==> src/design/sstc_pkg.sv <==
package sstc_pkg;
	// Command codes of the three word registers
	localparam logic [7:0]  CMD_TURN_ON_DELAY_TIME = 8'h60;
	localparam logic [7:0]  CMD_OUTPUT_RAMP_TIME   = 8'h61;
	localparam logic [7:0]  CMD_RAMP_TIMEOUT_LIMIT = 8'h62;
	// Linear-format field layout
	localparam int          EXP_MSB  = 15;
	localparam int          EXP_LSB  = 11;
	localparam int          MAN_MSB  = 10;
	localparam int          MAN_LSB  = 0;
	// Reset values: exponents as printed, mantissas zero
	localparam logic [15:0] RST_TURN_ON_DELAY_TIME = 16'hF800;
	localparam logic [15:0] RST_OUTPUT_RAMP_TIME   = 16'hF000;
	localparam logic [15:0] RST_RAMP_TIMEOUT_LIMIT = 16'hF800;
	// Times in quarter milliseconds
	localparam int          DELAY_MAX_QMS   = 510;
	localparam int          DELAY_STEP_QMS  = 2;
	localparam int          RAMP_MAX_QMS    = 127;
	localparam int          RAMP_STEP_QMS   = 1;
	localparam int          RAMP_FLOOR_QMS  = 2;
	localparam int          TMO_MAX_QMS     = 508;
	localparam int          TMO_STEP_QMS    = 2;
	// Timing
	localparam int          CLK_HZ          = 10_000_000;
	localparam int          QMS_US          = 250;
	localparam int          QMS_CYC         = (CLK_HZ / 1_000_000) * QMS_US;
	localparam int          INIT_DELAY_US   = 100;
	localparam int          INIT_DELAY_CYC  = (INIT_DELAY_US * CLK_HZ + 999_999) / 1_000_000;
	// Thresholds in eighths and twentieths of the target
	localparam int          TMO_NUM         = 7;
	localparam int          TMO_DEN_SH      = 3;
	localparam int          REACH_NUM       = 17;
	localparam int          REACH_DEN       = 20;
endpackage

==> src/design/sstc_lin_decode.sv <==
// Decodes a linear word to quarter-milliseconds and checks the grid.
module sstc_lin_decode (
	input  wire logic [15:0] word,
	input  wire logic [9:0]  max_qms,
	input  wire logic [1:0]  step_qms,
	output logic      [9:0]  qms,
	output logic             valid
);
	logic signed [4:0]  e;
	logic signed [10:0] m;
	logic        [31:0] v;
	logic               exact;
	always_comb begin
		e     = word[sstc_pkg::EXP_MSB:sstc_pkg::EXP_LSB];
		m     = word[sstc_pkg::MAN_MSB:sstc_pkg::MAN_LSB];
		v     = 32'h0000_0000;
		exact = 1'b1;
		// Value times four: mantissa shifted by exponent plus two
		if (m < 0) begin
			exact = 1'b0;
		end else if (e + 5'sd2 >= 0) begin
			v = 32'(unsigned'(m)) << (e + 5'sd2);
			if (e > 5'sd8)
				exact = (m == 11'sd0);
		end else begin
			v     = 32'(unsigned'(m)) >> (-(e + 5'sd2));
			exact = ((v << (-(e + 5'sd2))) == 32'(unsigned'(m)));
		end
		valid = exact && (v <= 32'(max_qms)) && (v % 32'(step_qms) == 32'h0000_0000);
		qms   = v[9:0];
	end
endmodule // sstc_lin_decode

==> src/design/sstc_top.sv <==
module sstc_top (
	input  wire logic        CLK,
	input  wire logic        RESET_N,
	input  wire logic        CE,
	input  wire logic        CMD_WR,
	input  wire logic        CMD_RD,
	input  wire logic [7:0]  CMD_CODE,
	input  wire logic [15:0] CMD_WDATA,
	input  wire logic        RESTORE,
	input  wire logic        START,
	input  wire logic [15:0] TARGET_VOUT,
	input  wire logic [15:0] VOUT_TELEMETRY,
	input  wire logic        STATUS_CLEAR,
	output logic      [15:0] CMD_RDATA,
	output logic             CMD_ACK,
	output logic             CMD_NACK,
	output logic             INVALID_DATA,
	output logic             RAMP_ACTIVE,
	output logic      [15:0] REF_STEP,
	output logic      [15:0] REF_LEVEL,
	output logic             UV_ENABLE,
	output logic             OUTPUT_GOOD,
	output logic             RAMP_TIMEOUT_FLAG,
	output logic             VOUT_SUMMARY,
	output logic             HOST_ALERT
);
	typedef enum logic [2:0] {
		S_IDLE  = 3'b000,
		S_INIT  = 3'b001,
		S_DELAY = 3'b011,
		S_RAMP  = 3'b010,
		S_ON    = 3'b110
	} sstc_state_e;

	logic [15:0] dly_q, dly_d, rmp_q, rmp_d, tmo_q, tmo_d;
	logic [9:0]  dly_qms, rmp_qms, tmo_qms;
	logic        dly_ok, rmp_ok, tmo_ok;
	logic [9:0]  dly_new_qms;
	logic        dly_new_ok;

	sstc_lin_decode u_dly (
		.word     (dly_q),
		.max_qms  (10'(sstc_pkg::DELAY_MAX_QMS)),
		.step_qms (2'(sstc_pkg::RAMP_STEP_QMS)),
		.qms      (dly_qms),
		.valid    (dly_ok)
	);
	sstc_lin_decode u_rmp (
		.word     (rmp_q),
		.max_qms  (10'(sstc_pkg::RAMP_MAX_QMS)),
		.step_qms (2'(sstc_pkg::RAMP_STEP_QMS)),
		.qms      (rmp_qms),
		.valid    (rmp_ok)
	);
	sstc_lin_decode u_tmo (
		.word     (tmo_q),
		.max_qms  (10'(sstc_pkg::TMO_MAX_QMS)),
		.step_qms (2'(sstc_pkg::TMO_STEP_QMS)),
		.qms      (tmo_qms),
		.valid    (tmo_ok)
	);
	// Shared checker for incoming words, steps chosen by command code
	logic [9:0] chk_max;
	logic [1:0] chk_step;
	always_comb begin
		if (CMD_CODE == sstc_pkg::CMD_TURN_ON_DELAY_TIME) begin
			chk_max  = 10'(sstc_pkg::DELAY_MAX_QMS);
			chk_step = 2'(sstc_pkg::DELAY_STEP_QMS);
		end else if (CMD_CODE == sstc_pkg::CMD_OUTPUT_RAMP_TIME) begin
			chk_max  = 10'(sstc_pkg::RAMP_MAX_QMS);
			chk_step = 2'(sstc_pkg::RAMP_STEP_QMS);
		end else begin
			chk_max  = 10'(sstc_pkg::TMO_MAX_QMS);
			chk_step = 2'(sstc_pkg::TMO_STEP_QMS);
		end
	end
	sstc_lin_decode u_chk (
		.word     (CMD_WDATA),
		.max_qms  (chk_max),
		.step_qms (chk_step),
		.qms      (dly_new_qms),
		.valid    (dly_new_ok)
	);

	function automatic logic is_mapped(input logic [7:0] c);
		return (c == sstc_pkg::CMD_TURN_ON_DELAY_TIME) || (c == sstc_pkg::CMD_OUTPUT_RAMP_TIME)
			|| (c == sstc_pkg::CMD_RAMP_TIMEOUT_LIMIT);
	endfunction

	// Snap a delay of quarter ms to nearest half-ms grid, clipped to range
	function automatic logic [15:0] snap_delay(input logic [9:0] q);
		logic [10:0] h;
		h = ({1'b0, q} + 11'h001) >> 1;
		if (h > 11'(sstc_pkg::DELAY_MAX_QMS / sstc_pkg::DELAY_STEP_QMS))
			h = 11'(sstc_pkg::DELAY_MAX_QMS / sstc_pkg::DELAY_STEP_QMS);
		return {5'b11111, h};
	endfunction

	// Register file and command answers
	logic [15:0] rdata_q, rdata_d;
	logic        ack_q, ack_d, nack_q, nack_d, inv_q, inv_d;
	logic        restore_s1_q, restore_s2_q, restore_s3_q;
	logic        restore_pulse;
	assign restore_pulse = restore_s2_q && !restore_s3_q;
	always_comb begin
		dly_d   = dly_q;
		rmp_d   = rmp_q;
		tmo_d   = tmo_q;
		rdata_d = rdata_q;
		ack_d   = 1'b0;
		nack_d  = 1'b0;
		inv_d   = inv_q && !STATUS_CLEAR;
		if (restore_pulse) begin
			dly_d = snap_delay(dly_qms);
		end
		if (CMD_WR) begin
			if (is_mapped(CMD_CODE) && dly_new_ok) begin
				ack_d = 1'b1;
				if (CMD_CODE == sstc_pkg::CMD_TURN_ON_DELAY_TIME)
					dly_d = CMD_WDATA;
				else if (CMD_CODE == sstc_pkg::CMD_OUTPUT_RAMP_TIME)
					rmp_d = CMD_WDATA;
				else
					tmo_d = CMD_WDATA;
			end else begin
				nack_d = 1'b1;
				inv_d  = 1'b1;
			end
		end else if (CMD_RD) begin
			if (CMD_CODE == sstc_pkg::CMD_TURN_ON_DELAY_TIME) begin
				rdata_d = dly_q;
				ack_d   = 1'b1;
			end else if (CMD_CODE == sstc_pkg::CMD_OUTPUT_RAMP_TIME) begin
				rdata_d = rmp_q;
				ack_d   = 1'b1;
			end else if (CMD_CODE == sstc_pkg::CMD_RAMP_TIMEOUT_LIMIT) begin
				rdata_d = tmo_q;
				ack_d   = 1'b1;
			end else begin
				rdata_d = 16'h0000;
				nack_d  = 1'b1;
			end
		end
	end
	always_ff @(posedge CLK or negedge RESET_N) begin
		if (!RESET_N) begin
			dly_q        <= sstc_pkg::RST_TURN_ON_DELAY_TIME;
			rmp_q        <= sstc_pkg::RST_OUTPUT_RAMP_TIME;
			tmo_q        <= sstc_pkg::RST_RAMP_TIMEOUT_LIMIT;
			rdata_q      <= 16'h0000;
			ack_q        <= 1'b0;
			nack_q       <= 1'b0;
			inv_q        <= 1'b0;
			restore_s1_q <= 1'b0;
			restore_s2_q <= 1'b0;
			restore_s3_q <= 1'b0;
		end else if (CE) begin
			dly_q        <= dly_d;
			rmp_q        <= rmp_d;
			tmo_q        <= tmo_d;
			rdata_q      <= rdata_d;
			ack_q        <= ack_d;
			nack_q       <= nack_d;
			inv_q        <= inv_d;
			restore_s1_q <= RESTORE;
			restore_s2_q <= restore_s1_q;
			restore_s3_q <= restore_s2_q;
		end
	end

	// Start-up sequencer
	sstc_state_e st_q, st_d;
	// Wide enough for the longest delay, 510 quarter ms of cycles
	logic [20:0] cnt_q, cnt_d;
	logic [10:0] tmo_cnt_q, tmo_cnt_d;
	logic [14:0] qtick_q, qtick_d;
	logic        tmo_run_q, tmo_run_d, tflag_q, tflag_d, uv_q, uv_d, good_q, good_d;
	logic [15:0] level_q, level_d, step_q, step_d;
	logic [9:0]  ramp_eff;
	logic        qtick;
	logic [18:0] thr_tmo, thr_reach;
	assign ramp_eff  = (rmp_qms < 10'(sstc_pkg::RAMP_FLOOR_QMS)) ?
		10'(sstc_pkg::RAMP_FLOOR_QMS) : rmp_qms;
	assign qtick     = (qtick_q == 15'(sstc_pkg::QMS_CYC - 1));
	assign thr_tmo   = 19'((32'(TARGET_VOUT) * sstc_pkg::TMO_NUM) >> sstc_pkg::TMO_DEN_SH);
	assign thr_reach = 19'((32'(TARGET_VOUT) * sstc_pkg::REACH_NUM) / sstc_pkg::REACH_DEN);

	always_comb begin
		st_d      = st_q;
		cnt_d     = cnt_q;
		qtick_d   = qtick ? 15'h0000 : qtick_q + 15'h0001;
		tmo_cnt_d = tmo_cnt_q;
		tmo_run_d = tmo_run_q;
		tflag_d   = tflag_q && !STATUS_CLEAR;
		uv_d      = uv_q;
		good_d    = good_q;
		level_d   = level_q;
		step_d    = step_q;
		case (st_q)
			S_IDLE: begin
				uv_d    = 1'b0;
				good_d  = 1'b0;
				level_d = 16'h0000;
				if (START) begin
					st_d  = S_INIT;
					cnt_d = 21'(sstc_pkg::INIT_DELAY_CYC);
				end
			end
			S_INIT: begin
				cnt_d = cnt_q - 21'h0_0001;
				if (cnt_q <= 21'h0_0001) begin
					st_d  = S_DELAY;
					cnt_d = 21'(32'(dly_qms) * sstc_pkg::QMS_CYC);
				end
			end
			S_DELAY: begin
				if (cnt_q != 21'h0_0000)
					cnt_d = cnt_q - 21'h0_0001;
				else begin
					st_d      = S_RAMP;
					cnt_d     = 21'(32'(ramp_eff) * sstc_pkg::QMS_CYC);
					// Slope per cycle from target over ramp length
					step_d    = 16'((32'(TARGET_VOUT) << 8) / (32'(ramp_eff) * sstc_pkg::QMS_CYC));
					tmo_cnt_d = 11'(tmo_qms);
					tmo_run_d = (tmo_qms != 10'h000);
				end
			end
			S_RAMP: begin
				cnt_d   = cnt_q - 21'h0_0001;
				level_d = (17'(level_q) + 17'(step_q) > 17'(TARGET_VOUT)) ? TARGET_VOUT
					: level_q + step_q;
				if (cnt_q <= 21'h0_0001) begin
					st_d    = S_ON;
					level_d = TARGET_VOUT;
					uv_d    = 1'b1;
				end
			end
			default: begin
				if (!START)
					st_d = S_IDLE;
			end
		endcase
		if (st_q == S_RAMP || st_q == S_ON) begin
			if (19'(VOUT_TELEMETRY) >= thr_reach) begin
				good_d    = 1'b1;
				tmo_run_d = 1'b0;
			end else if (tmo_run_q && qtick) begin
				tmo_cnt_d = tmo_cnt_q - 11'h001;
				if (tmo_cnt_q <= 11'h001) begin
					tmo_run_d = 1'b0;
					if (19'(VOUT_TELEMETRY) < thr_tmo)
						tflag_d = 1'b1;
				end
			end
		end
		if (!START) begin
			st_d      = S_IDLE;
			tmo_run_d = 1'b0;
		end
	end
	always_ff @(posedge CLK or negedge RESET_N) begin
		if (!RESET_N) begin
			st_q      <= S_IDLE;
			cnt_q     <= 21'h0_0000;
			qtick_q   <= 15'h0000;
			tmo_cnt_q <= 11'h000;
			tmo_run_q <= 1'b0;
			tflag_q   <= 1'b0;
			uv_q      <= 1'b0;
			good_q    <= 1'b0;
			level_q   <= 16'h0000;
			step_q    <= 16'h0000;
		end else if (CE) begin
			st_q      <= st_d;
			cnt_q     <= cnt_d;
			qtick_q   <= qtick_d;
			tmo_cnt_q <= tmo_cnt_d;
			tmo_run_q <= tmo_run_d;
			tflag_q   <= tflag_d;
			uv_q      <= uv_d;
			good_q    <= good_d;
			level_q   <= level_d;
			step_q    <= step_d;
		end
	end

	logic ramp_q, alert_q;
	always_ff @(posedge CLK or negedge RESET_N) begin
		if (!RESET_N) begin
			ramp_q  <= 1'b0;
			alert_q <= 1'b0;
		end else if (CE) begin
			ramp_q  <= (st_d == S_RAMP);
			// Next values keep the alert in step with the flags it summarises
			alert_q <= tflag_d || inv_d;
		end
	end

	assign CMD_RDATA         = rdata_q;
	assign CMD_ACK           = ack_q;
	assign CMD_NACK          = nack_q;
	assign INVALID_DATA      = inv_q;
	assign RAMP_ACTIVE       = ramp_q;
	assign REF_STEP          = step_q;
	assign REF_LEVEL         = level_q;
	assign UV_ENABLE         = uv_q;
	assign OUTPUT_GOOD       = good_q;
	assign RAMP_TIMEOUT_FLAG = tflag_q;
	assign VOUT_SUMMARY      = tflag_q;
	assign HOST_ALERT        = alert_q;

	a_bad_write_flag: assert property (@(posedge CLK) disable iff (!RESET_N)
		CE && CMD_WR && !dly_new_ok |=> CMD_NACK && INVALID_DATA)
		else $error("invalid write not flagged");
	a_zero_tmo_off: assert property (@(posedge CLK) disable iff (!RESET_N)
		tmo_qms == 10'h000 && $stable(tmo_q) && !tflag_q |=> !tflag_q || $past(tmo_run_q))
		else $error("timeout fault with zero limit");
	a_uv_after_ramp: assert property (@(posedge CLK) disable iff (!RESET_N)
		$rose(UV_ENABLE) |-> $past(st_q) == S_RAMP)
		else $error("undervoltage enabled outside ramp end");
	a_init_min_delay: assert property (@(posedge CLK) disable iff (!RESET_N)
		st_q == S_IDLE && st_d == S_INIT && CE |=> st_q == S_INIT [*8])
		else $error("init delay too short");
	a_alert_follows: assert property (@(posedge CLK) disable iff (!RESET_N)
		RAMP_TIMEOUT_FLAG |-> HOST_ALERT && VOUT_SUMMARY)
		else $error("timeout flag without alert");
	a_ramp_floor: assert property (@(posedge CLK) disable iff (!RESET_N)
		ramp_eff >= 10'(sstc_pkg::RAMP_FLOOR_QMS))
		else $error("ramp below floor");
	a_good_stops_tmo: assert property (@(posedge CLK) disable iff (!RESET_N)
		CE && START && (st_q == S_RAMP) && 19'(VOUT_TELEMETRY) >= thr_reach |=> !tmo_run_q)
		else $error("timeout still running after output reached");
	a_level_capped: assert property (@(posedge CLK) disable iff (!RESET_N)
		st_q == S_ON |-> REF_LEVEL == TARGET_VOUT || $changed(TARGET_VOUT))
		else $error("reference not at target after ramp");
endmodule // sstc_top

==> config.mk <==
export PLATFORM = sky130hd
export DESIGN_NAME = sstc_top
export DESIGN_NICKNAME = d
export VERILOG_FILES = /design/src/design/sstc_pkg.sv /design/src/design/sstc_lin_decode.sv /design/src/design/sstc_top.sv
export SDC_FILE = /design/constraint.sdc
export NUM_CORES = 2
export LEC_CHECK = 0
export BUFFER_PORTS_ARGS = -buffer_cell sky130_fd_sc_hd__buf_2
export CORE_MARGIN = 2
export CORE_UTILIZATION = 52
export DETAILED_ROUTE_END_ITERATION = 10
export HOLD_SLACK_MARGIN = 0.06
export PLACE_DENSITY_LB_ADDON = 0.1
export SETUP_SLACK_MARGIN = 0.05
export SKIP_LAST_GASP = 1
export SYNTH_ARGS = -nofsm -noshare
export SYNTH_HDL_FRONTEND = slang
export SYNTH_SLANG_ARGS = --single-unit
==> constraint.sdc <==
create_clock -name CLK -period 139.3 [get_ports CLK]
set_input_delay 6.965 -clock CLK [delete_from_list [all_inputs] [get_ports CLK]]
set_output_delay 6.965 -clock CLK [all_outputs]
set_load 0.03 [all_outputs]
=== After elaboration in Yosys (flattened, before gate mapping) ===
Cells that the tools add are included.

* Output and inout port bits: 57
* Register bits: 158
* Word-level logic and storage cells: 189

* Equality and inequality tests: 12
* Bitwise logic cells: 4
* Reductions and logical operators: 27
* Shifts and indexed selects: 9
* Add/sub/neg operators: 18
* $lt $le $gt $ge: 17
* Divide/modulo/power cells: 3
* $mul: 4
* Multiplexer cells: 73

{| class="wikitable"
|+ Operators by type and width
! operator !! count
|-
| 2-to-1 mux 16 bit || 9
|-
| >= comparator 32 x 1 -> 1 bit, second input constant || 4
|-
| 2-to-1 mux 10 bit || 9
|-
| case mux 21 bit (4 select lines) || 1
|-
| 2-to-1 mux 32 bit || 2
|-
| 2-to-1 mux 21 bit || 3
|-
| 2-to-1 mux 11 bit || 5
|-
| < comparator 11 x 1 -> 1 bit, second input constant || 4
|-
| 2-to-1 mux 1 bit || 33
|-
| << shifter 11 x 5 -> 10 bit || 3
|-
| >> shifter 11 x 5 -> 10 bit || 3
|-
| divider 21 x 5 -> 32 bit, second input constant || 1
|-
| divider 24 x 22 -> 32 bit || 1
|-
| == test 32 x 11 -> 1 bit || 1
|-
| <= comparator 32 x 10 -> 1 bit || 1
|-
| zero test 32 bit || 1
|-
| remainder unit 32 x 2 -> 32 bit || 1
|-
| case mux 16 bit (2 select lines) || 1
|-
| << shifter 11 x 5 -> 32 bit || 1
|-
| << shifter 32 x 5 -> 32 bit || 1
|-
| >> shifter 11 x 5 -> 32 bit || 1
|-
| adder 5 x 3 -> 6 bit, second input constant || 4
|-
| == test 8 x 7 -> 1 bit, second input constant || 3
|-
| <= comparator 21 x 1 -> 1 bit, second input constant || 1
|-
| 43 further kinds || 73
|}

=== Logic depth before layout (Yosys ltp) ===
* Depth in word-level cells: 13
* Gate-level depth with buffers: 598
* Depth with buffers taken out: 552

=== Modules after synthesis ===
Synthesis repeated with hierarchy kept, for this count alone.

* Cell total of the unflattened synthesis: 17899
* Area, all modules: 124162.8 sq um

{| class="wikitable"
|+ By module, submodules not included
! module !! sequential area each (sq um) !! instances !! area an instance (sq um) !! cells an instance
|-
| sstc_lin_decode at u_chk ... || 0.0 || 3 || 21637.0 || 3220
|-
| sstc_top || 3971.3 || 1 || 39001.2 || 5150
|-
| sstc_lin_decode at u_tmo || 0.0 || 1 || 20250.7 || 3089
|}

=== Worst setup path after synthesis ===
No wires, ideal clock.

* Kind: register to register
* From: reg rmp_q[11]
* To: reg step_q[0], in the netlist REF_STEP[0]
* Library setup time: 0.131 ns
* Arrival: 107.476 ns
* Buffers on the path: 52
* Setup slack: 31.694 ns
* Cell stages (with the launch flop): 583
* Path through: dfrtp_1 > clkbuf_1 > clkinv_1 > ha_1 > clkbuf_1 > mux4_2 > mux2i_1 > nor2_1 > a21oi_1 > or2_2 > clkbuf_1 > nand4_1 > nor4_1 > or3_1 > clkbuf_1 > clkbuf_1 > fa_1 > inv_1 > (+547 left out) > o21ai_0 > nand2b_1 > a21oi_1 > o41ai_1 > a21o_1 > a21o_1 > a21o_1 > a21o_1 > a21o_1 > a21o_1 > a21o_1 > a21o_1 > a21o_1 > a21o_1 > a21oi_1 > nor2b_1 > o211ai_1 > a31oi_1

* Cells in the longest elaborated chain, start to end: 9
* Elaborated cells between the ends (all ways): 12
* Classes of those cells: 3 x add/sub; 1 x mul; 1 x div; 2 x order compare; 2 x shift; 3 x mux

{| class="wikitable"
|+ Ends and longest elaborated chain
! item !! RTL line !! RTL
|-
| from (decl) || sstc_top.sv:35 || <nowiki>logic [15:0] dly_q, dly_d, rmp_q, rmp_d, tmo_q, tmo_d;</nowiki>
|-
| from (signal assigned) || sstc_top.sv:148 || <nowiki>rmp_q <= sstc_pkg::RST_OUTPUT_RAMP_TIME;</nowiki>
|-
| from (signal assigned) || sstc_top.sv:159 || <nowiki>rmp_q <= rmp_d;</nowiki>
|-
| adder 5 x 3 -> 5 bit || sstc_lin_decode.sv:22, sstc_lin_decode.sv:26 ||
|-
| negation 5 bit || sstc_lin_decode.sv:26 || <nowiki>v = 32'(unsigned'(m)) >> (-(e + 5'sd2));</nowiki>
|-
| >> shifter 11 x 5 -> 10 bit || sstc_lin_decode.sv:26 ||
|-
| 2-to-1 mux 10 bit * || sstc_lin_decode.sv:21 || <nowiki>end else if (e + 5'sd2 >= 0) begin</nowiki>
|-
| 2-to-1 mux 10 bit * || sstc_lin_decode.sv:19 || <nowiki>if (m < 0) begin</nowiki>
|-
| < comparator 10 x 2 -> 1 bit || sstc_top.sv:182 || <nowiki>assign ramp_eff = (rmp_qms < 10'(sstc_pkg::RAMP_FLOOR_QMS)) ?</nowiki>
|-
| 2-to-1 mux 10 bit * || sstc_top.sv:182 ||
|-
| multiplier 10 x 10 -> 20 bit * || sstc_top.sv:223 || <nowiki>step_d = 16'((32'(TARGET_VOUT) << 8) / (32'(ramp_eff) * sstc_pkg::QMS_CYC));</nowiki>
|-
| divider 24 x 22 -> 32 bit * || sstc_top.sv:223 ||
|-
| to (signal assigned) || sstc_top.sv:283 || <nowiki>step_q <= step_d;</nowiki>
|-
| to (decl) || sstc_top.sv:178 || <nowiki>logic [15:0] level_q, level_d, step_q, step_d;</nowiki>
|}

Every way passes the cells marked *; elsewhere a longest branch is shown, timed or not.
A chain may end at the register's enable or synchronous reset.

=== Worst setup path after layout ===
Ends and elaborated chain as after synthesis.

==> flow_summary.html <==
<table>
<tr><th>Metric</th><th>Value</th></tr>
<tr><th colspan="2">Status</th></tr>
<tr><td>Result of the run</td><td>finished, final reports clean</td></tr>
<tr><th colspan="2">Clock network</th></tr>
<tr><td>Post-CTS setup buffer count</td><td>0</td></tr>
<tr><td>Root buffer selected by CTS</td><td>sky130_fd_sc_hd__clkbuf_16</td></tr>
<tr><td>Clk buf depth</td><td>2</td></tr>
<tr><td>Clock tree from TritonCTS</td><td>built</td></tr>
<tr><td>Worst-path clk slew</td><td>0.08 ns</td></tr>
<tr><td>Hold buffer count at CTS</td><td>0</td></tr>
<tr><td>Clock Latency Late Sink</td><td>0.50 ns</td></tr>
<tr><td>Clock H-tree levels</td><td>4</td></tr>
<tr><td>CTS Buf Count</td><td>17</td></tr>
<tr><td>Number of clock sinks</td><td>158</td></tr>
<tr><td>Resized cells post-CTS</td><td>0</td></tr>
<tr><th colspan="2">Floorplanning</th></tr>
<tr><td>Width of the chip</td><td>336.2 µm</td></tr>
<tr><td>Height of the die</td><td>336.2 µm</td></tr>
<tr><td># IOs</td><td>121</td></tr>
<tr><td>Area of the die</td><td>113000 µm²</td></tr>
<tr><td>Number of standard-cell rows in the floorplan</td><td>121</td></tr>
<tr><td>Core area</td><td>109200 µm²</td></tr>
<tr><td>Starting density of the core</td><td>52.56%</td></tr>
<tr><th colspan="2">Final layout</th></tr>
<tr><td>Combined flip-flop and latch cell area</td><td>3971 µm²</td></tr>
<tr><td>Share of layout cells above drive strength 1</td><td>8.921%</td></tr>
<tr><td>Growth of design area from synthesis to finish</td><td>4.639%</td></tr>
<tr><td>Area of the multi-input gates</td><td>51010 µm²</td></tr>
<tr><td>Total Nets Final</td><td>8781</td></tr>
<tr><td>Commonest non-fill, non-tap cell in the layout</td><td>sky130_fd_sc_hd__nor2_1</td></tr>
<tr><td>Filler Cell Count</td><td>10.87k</td></tr>
<tr><td>Commonest cells after routing, fill and taps aside</td><td>sky130_fd_sc_hd__nor2_1 (751), sky130_fd_sc_hd__nand2_1 (719), sky130_fd_sc_hd__ha_1 (717)</td></tr>
<tr><th colspan="2">Yosys</th></tr>
<tr><td>Number of nets produced by synthesis</td><td>8837</td></tr>
<tr><td>Cell type with the highest aggregate area in the netlist</td><td>sky130_fd_sc_hd__ha_1</td></tr>
<tr><td>Total of warnings raised by yosys</td><td>0</td></tr>
<tr><td>Gate count after technology mapping</td><td>8002</td></tr>
<tr><td>Fraction of the yosys area taken by sequential cells</td><td>6.922%</td></tr>
<tr><td>Post-synth top flop</td><td>sky130_fd_sc_hd__dfrtp_1</td></tr>
<tr><td>Synthesized area per cell</td><td>7.169 µm²</td></tr>
<tr><td>Share of Yosys cell area claimed by the top area cell type</td><td>15.64%</td></tr>
<tr><td>Async set or reset register ratio after synthesis</td><td>100.0%</td></tr>
<tr><td>Synth unique cells</td><td>140</td></tr>
<tr><td>Number of synthesized flops with an enable pin</td><td>0</td></tr>
<tr><td>Post-synthesis register bit count</td><td>158</td></tr>
<tr><td>Cell area after synthesis</td><td>57370 µm²</td></tr>
<tr><td>Leading cell types by total area after synthesis</td><td>sky130_fd_sc_hd__ha_1 (16%), sky130_fd_sc_hd__dfrtp_1 (6.3%), sky130_fd_sc_hd__o21a_1 (5.0%)</td></tr>
<tr><th colspan="2">Critical path</th></tr>
<tr><td>Sort of element at the end of the critical path</td><td>flip-flop</td></tr>
<tr><td>Crit path required time</td><td>139.67 ns</td></tr>
<tr><td>Buffers and inverters on the worst path</td><td>30</td></tr>
<tr><td>Worst Path Arrival</td><td>111.87 ns</td></tr>
<tr><td>Critical path peak fanout</td><td>43</td></tr>
<tr><td>Critical path class</td><td>flip-flop to flip-flop</td></tr>
<tr><td>Worst setup path start</td><td>rmp_q[11]$_DFFE_PN0P_</td></tr>
<tr><td>Minimum setup slack among reg-to-reg paths</td><td>27.80 ns</td></tr>
<tr><td>Category of the worst setup path launch point</td><td>flip-flop</td></tr>
<tr><td>Biggest cell delay along the critical path</td><td>0.92 ns</td></tr>
<tr><td>Most used cell along the critical path</td><td>sky130_fd_sc_hd__o21a_1</td></tr>
<tr><td>Worst path slowest cell</td><td>sky130_fd_sc_hd__dfrtp_1</td></tr>
<tr><td>Category of cells accounting for the largest share of critical-path delay</td><td>compound AO/OA/AOI/OAI gates</td></tr>
<tr><td>Critical register-to-register path startpoint</td><td>rmp_q[11]$_DFFE_PN0P_</td></tr>
<tr><th colspan="2">Detailed routing</th></tr>
<tr><td>Drt drc</td><td>0</td></tr>
<tr><td>Routed wire length per instance</td><td>19.83 µm</td></tr>
<tr><td>Starting DRC count in detailed routing</td><td>4478</td></tr>
<tr><td>Detailed-route vias per instance</td><td>6.458</td></tr>
<tr><td>WL final</td><td>187.1 mm</td></tr>
<tr><td>Vias</td><td>60.94k</td></tr>
<tr><td>Remaining antenna violation count</td><td>0</td></tr>
<tr><td>First drt pass iteration count</td><td>9</td></tr>
<tr><th colspan="2">Placed design</th></tr>
<tr><td>PortBufs</td><td>120</td></tr>
<tr><td>Detailed Place HPWL</td><td>149.5 mm</td></tr>
<tr><td>Final RePlAce weighted congestion</td><td>0.9513</td></tr>
<tr><th colspan="2">Timing</th></tr>
<tr><td>Unrepaired setup endpoints after global routing</td><td>false</td></tr>
<tr><td>Tightest slew margin relative to the limit</td><td>29.09%</td></tr>
<tr><td>Portion of the clock cycle consumed by the worst path in the final layout</td><td>80.05%</td></tr>
<tr><td>Final setup violating endpoints</td><td>0</td></tr>
<tr><td>Final total negative setup slack</td><td>0 ns</td></tr>
<tr><td>Largest clock skew in the final design</td><td>0.02338 ns</td></tr>
<tr><td>Minimum clock period after layout</td><td>111.50 ns</td></tr>
<tr><td>Worst hold slack after final layout</td><td>0.4799 ns</td></tr>
<tr><td>Final number of max-transition violations</td><td>0</td></tr>
<tr><td>Final number of hold-violating endpoints</td><td>0</td></tr>
<tr><td>Transition time of the tightest slew-check pin</td><td>1.055 ns</td></tr>
<tr><td>Fmax achieved</td><td>8.968 MHz</td></tr>
<tr><th colspan="2">GRT</th></tr>
<tr><td>Initial antenna violation count</td><td>1</td></tr>
<tr><td>Global-route wire length before repair</td><td>300.4 mm</td></tr>
<tr><td>All-Layer GR Usage</td><td>32.08%</td></tr>
<tr><td>Overflow after GRT</td><td>0</td></tr>
<tr><td>Largest net degree at the start of global routing</td><td>87</td></tr>
<tr><td>Number of global-route vias before repair</td><td>57.14k</td></tr>
<tr><th colspan="2">Worst hold path</th></tr>
<tr><td>Hold crit path type</td><td>flip-flop to flip-flop</td></tr>
<tr><td>Beginning of the worst hold path</td><td>qtick_q[14]$_DFFE_PN0P_</td></tr>
<tr><th colspan="2">Job</th></tr>
<tr><td>Number of max-capacitance violations reported</td><td>0</td></tr>
</table>
-- synthesized netlist by cell type, types with 24 or more instances --
library cell,instances
sky130_fd_sc_hd__mux2_1,32
sky130_fd_sc_hd__a21oi_1,517
sky130_fd_sc_hd__o21a_1,380
sky130_fd_sc_hd__fa_1,54
sky130_fd_sc_hd__xnor2_1,286
sky130_fd_sc_hd__ha_1,717
sky130_fd_sc_hd__nor2_1,753
sky130_fd_sc_hd__xor2_1,128
sky130_fd_sc_hd__a221oi_1,36
sky130_fd_sc_hd__nor3_1,476
sky130_fd_sc_hd__clkbuf_1,195
sky130_fd_sc_hd__o31a_1,25
sky130_fd_sc_hd__o21ai_0,444
sky130_fd_sc_hd__nand4_1,131
sky130_fd_sc_hd__o21bai_1,50
sky130_fd_sc_hd__nor4b_1,27
sky130_fd_sc_hd__o31ai_1,160
sky130_fd_sc_hd__and4_1,31
sky130_fd_sc_hd__o22ai_1,53
sky130_fd_sc_hd__o211ai_1,53
sky130_fd_sc_hd__a22oi_1,35
sky130_fd_sc_hd__a21o_1,117
sky130_fd_sc_hd__o21ai_1,55
sky130_fd_sc_hd__nand2b_1,103
sky130_fd_sc_hd__and3_1,64
sky130_fd_sc_hd__or4_1,29
sky130_fd_sc_hd__nand3_1,206
sky130_fd_sc_hd__dfrtp_1,144
sky130_fd_sc_hd__buf_2,40
sky130_fd_sc_hd__inv_1,354
sky130_fd_sc_hd__a21boi_0,33
sky130_fd_sc_hd__and2_1,117
sky130_fd_sc_hd__nor4_1,82
sky130_fd_sc_hd__or2_2,90
sky130_fd_sc_hd__nor2b_1,93
sky130_fd_sc_hd__or3_1,67
sky130_fd_sc_hd__nor3b_1,24
sky130_fd_sc_hd__a31oi_1,85
sky130_fd_sc_hd__nand3b_1,25
sky130_fd_sc_hd__buf_1,25
sky130_fd_sc_hd__a211oi_1,63
sky130_fd_sc_hd__mux2_2,172
sky130_fd_sc_hd__nand2_1,720
sky130_fd_sc_hd__mux2i_1,163
-- metal layers --
layer  track usage [%]  wire length, µm  share of wire, %
met5                 0                0                 0
met4             14.28             8691               4.6
met3             2.537             8649               4.6
met2             55.80            88490                47
met1             40.35            81280                43
-- per-stage QoR --
step	instance area (µm²)	setup WS (ns)	cells	util (%)
floorplan	57370	31.69	8002	-
global placement	59410	32.45	9403	54.43
detailed placement	59410	29.50	9403	54.43
CTS	60030	28.98	9435	54.99
global route	60030	18.37	9435	54.99
finish	60030	27.80	9437	55.00
-- flip-flops by register name, summed over array words and instances, names as in the netlist, 3 cells and up --
register	count
tmo_cnt_q	11
dly_q	16
tmo_q	16
cnt_q	21
REF_STEP	16
st_q	3
REF_LEVEL	16
qtick_q	15
CMD_RDATA	16
rmp_q	16
-- final cells by class --
type | count | area share, %
multi-input combinational | 7205 | 84.98
sequential | 158 | 6.615
tap | 1476 | 3.076
inverter | 362 | 2.263
timing repair buffer | 202 | 2.036
clock buffer | 17 | 0.7086
clock inverter | 15 | 0.3126
antenna | 2 | 0.008337
-- worst reg2reg max path, delay by kind of cell (launching register included) --
kind	cells	cell delay, ns
AOI/OAI and AO/OA	371	70.31
and+or+nand+nor	102	17.68
adders and majority gates	36	11.74
buffers and inverters	30	6.96
muxes	13	3.70
DFF	1	0.92
-- logic make-up (layout without fill, tap and decap cells) --
kind of cell | Yosys count | in the layout | synth area share [%]
other | 0 | 2 | 0
DFF | 158 | 158 | 6.922
buffers and inverters | 639 | 596 | 4.408
adders and majority gates | 779 | 779 | 17.66
muxes | 387 | 387 | 7.587
and+or+nand+nor | 3165 | 3165 | 28.06
AOI/OAI and AO/OA | 2454 | 2454 | 28.86
xor gates and xnor gates | 420 | 420 | 6.501
-- final timing paths --
kind | end | cells after the start
setup / recovery | REF_STEP[0]$_DFFE_PN0P_ | 552
setup reg to reg | REF_STEP[0]$_DFFE_PN0P_ | 552
hold / removal | qtick_q[14]$_DFFE_PN0P_ | 1
max in group asynchronous | CMD_RDATA[10]$_DFFE_PN0P_ | 2
hold reg to reg | qtick_q[14]$_DFFE_PN0P_ | 1
min in group asynchronous | restore_s2_q$_DFFE_PN0P_ | 1
Power is left out: the tool's default activity adds up to more than one toggle a clock period on the data nets, which glitch-free logic cannot reach.
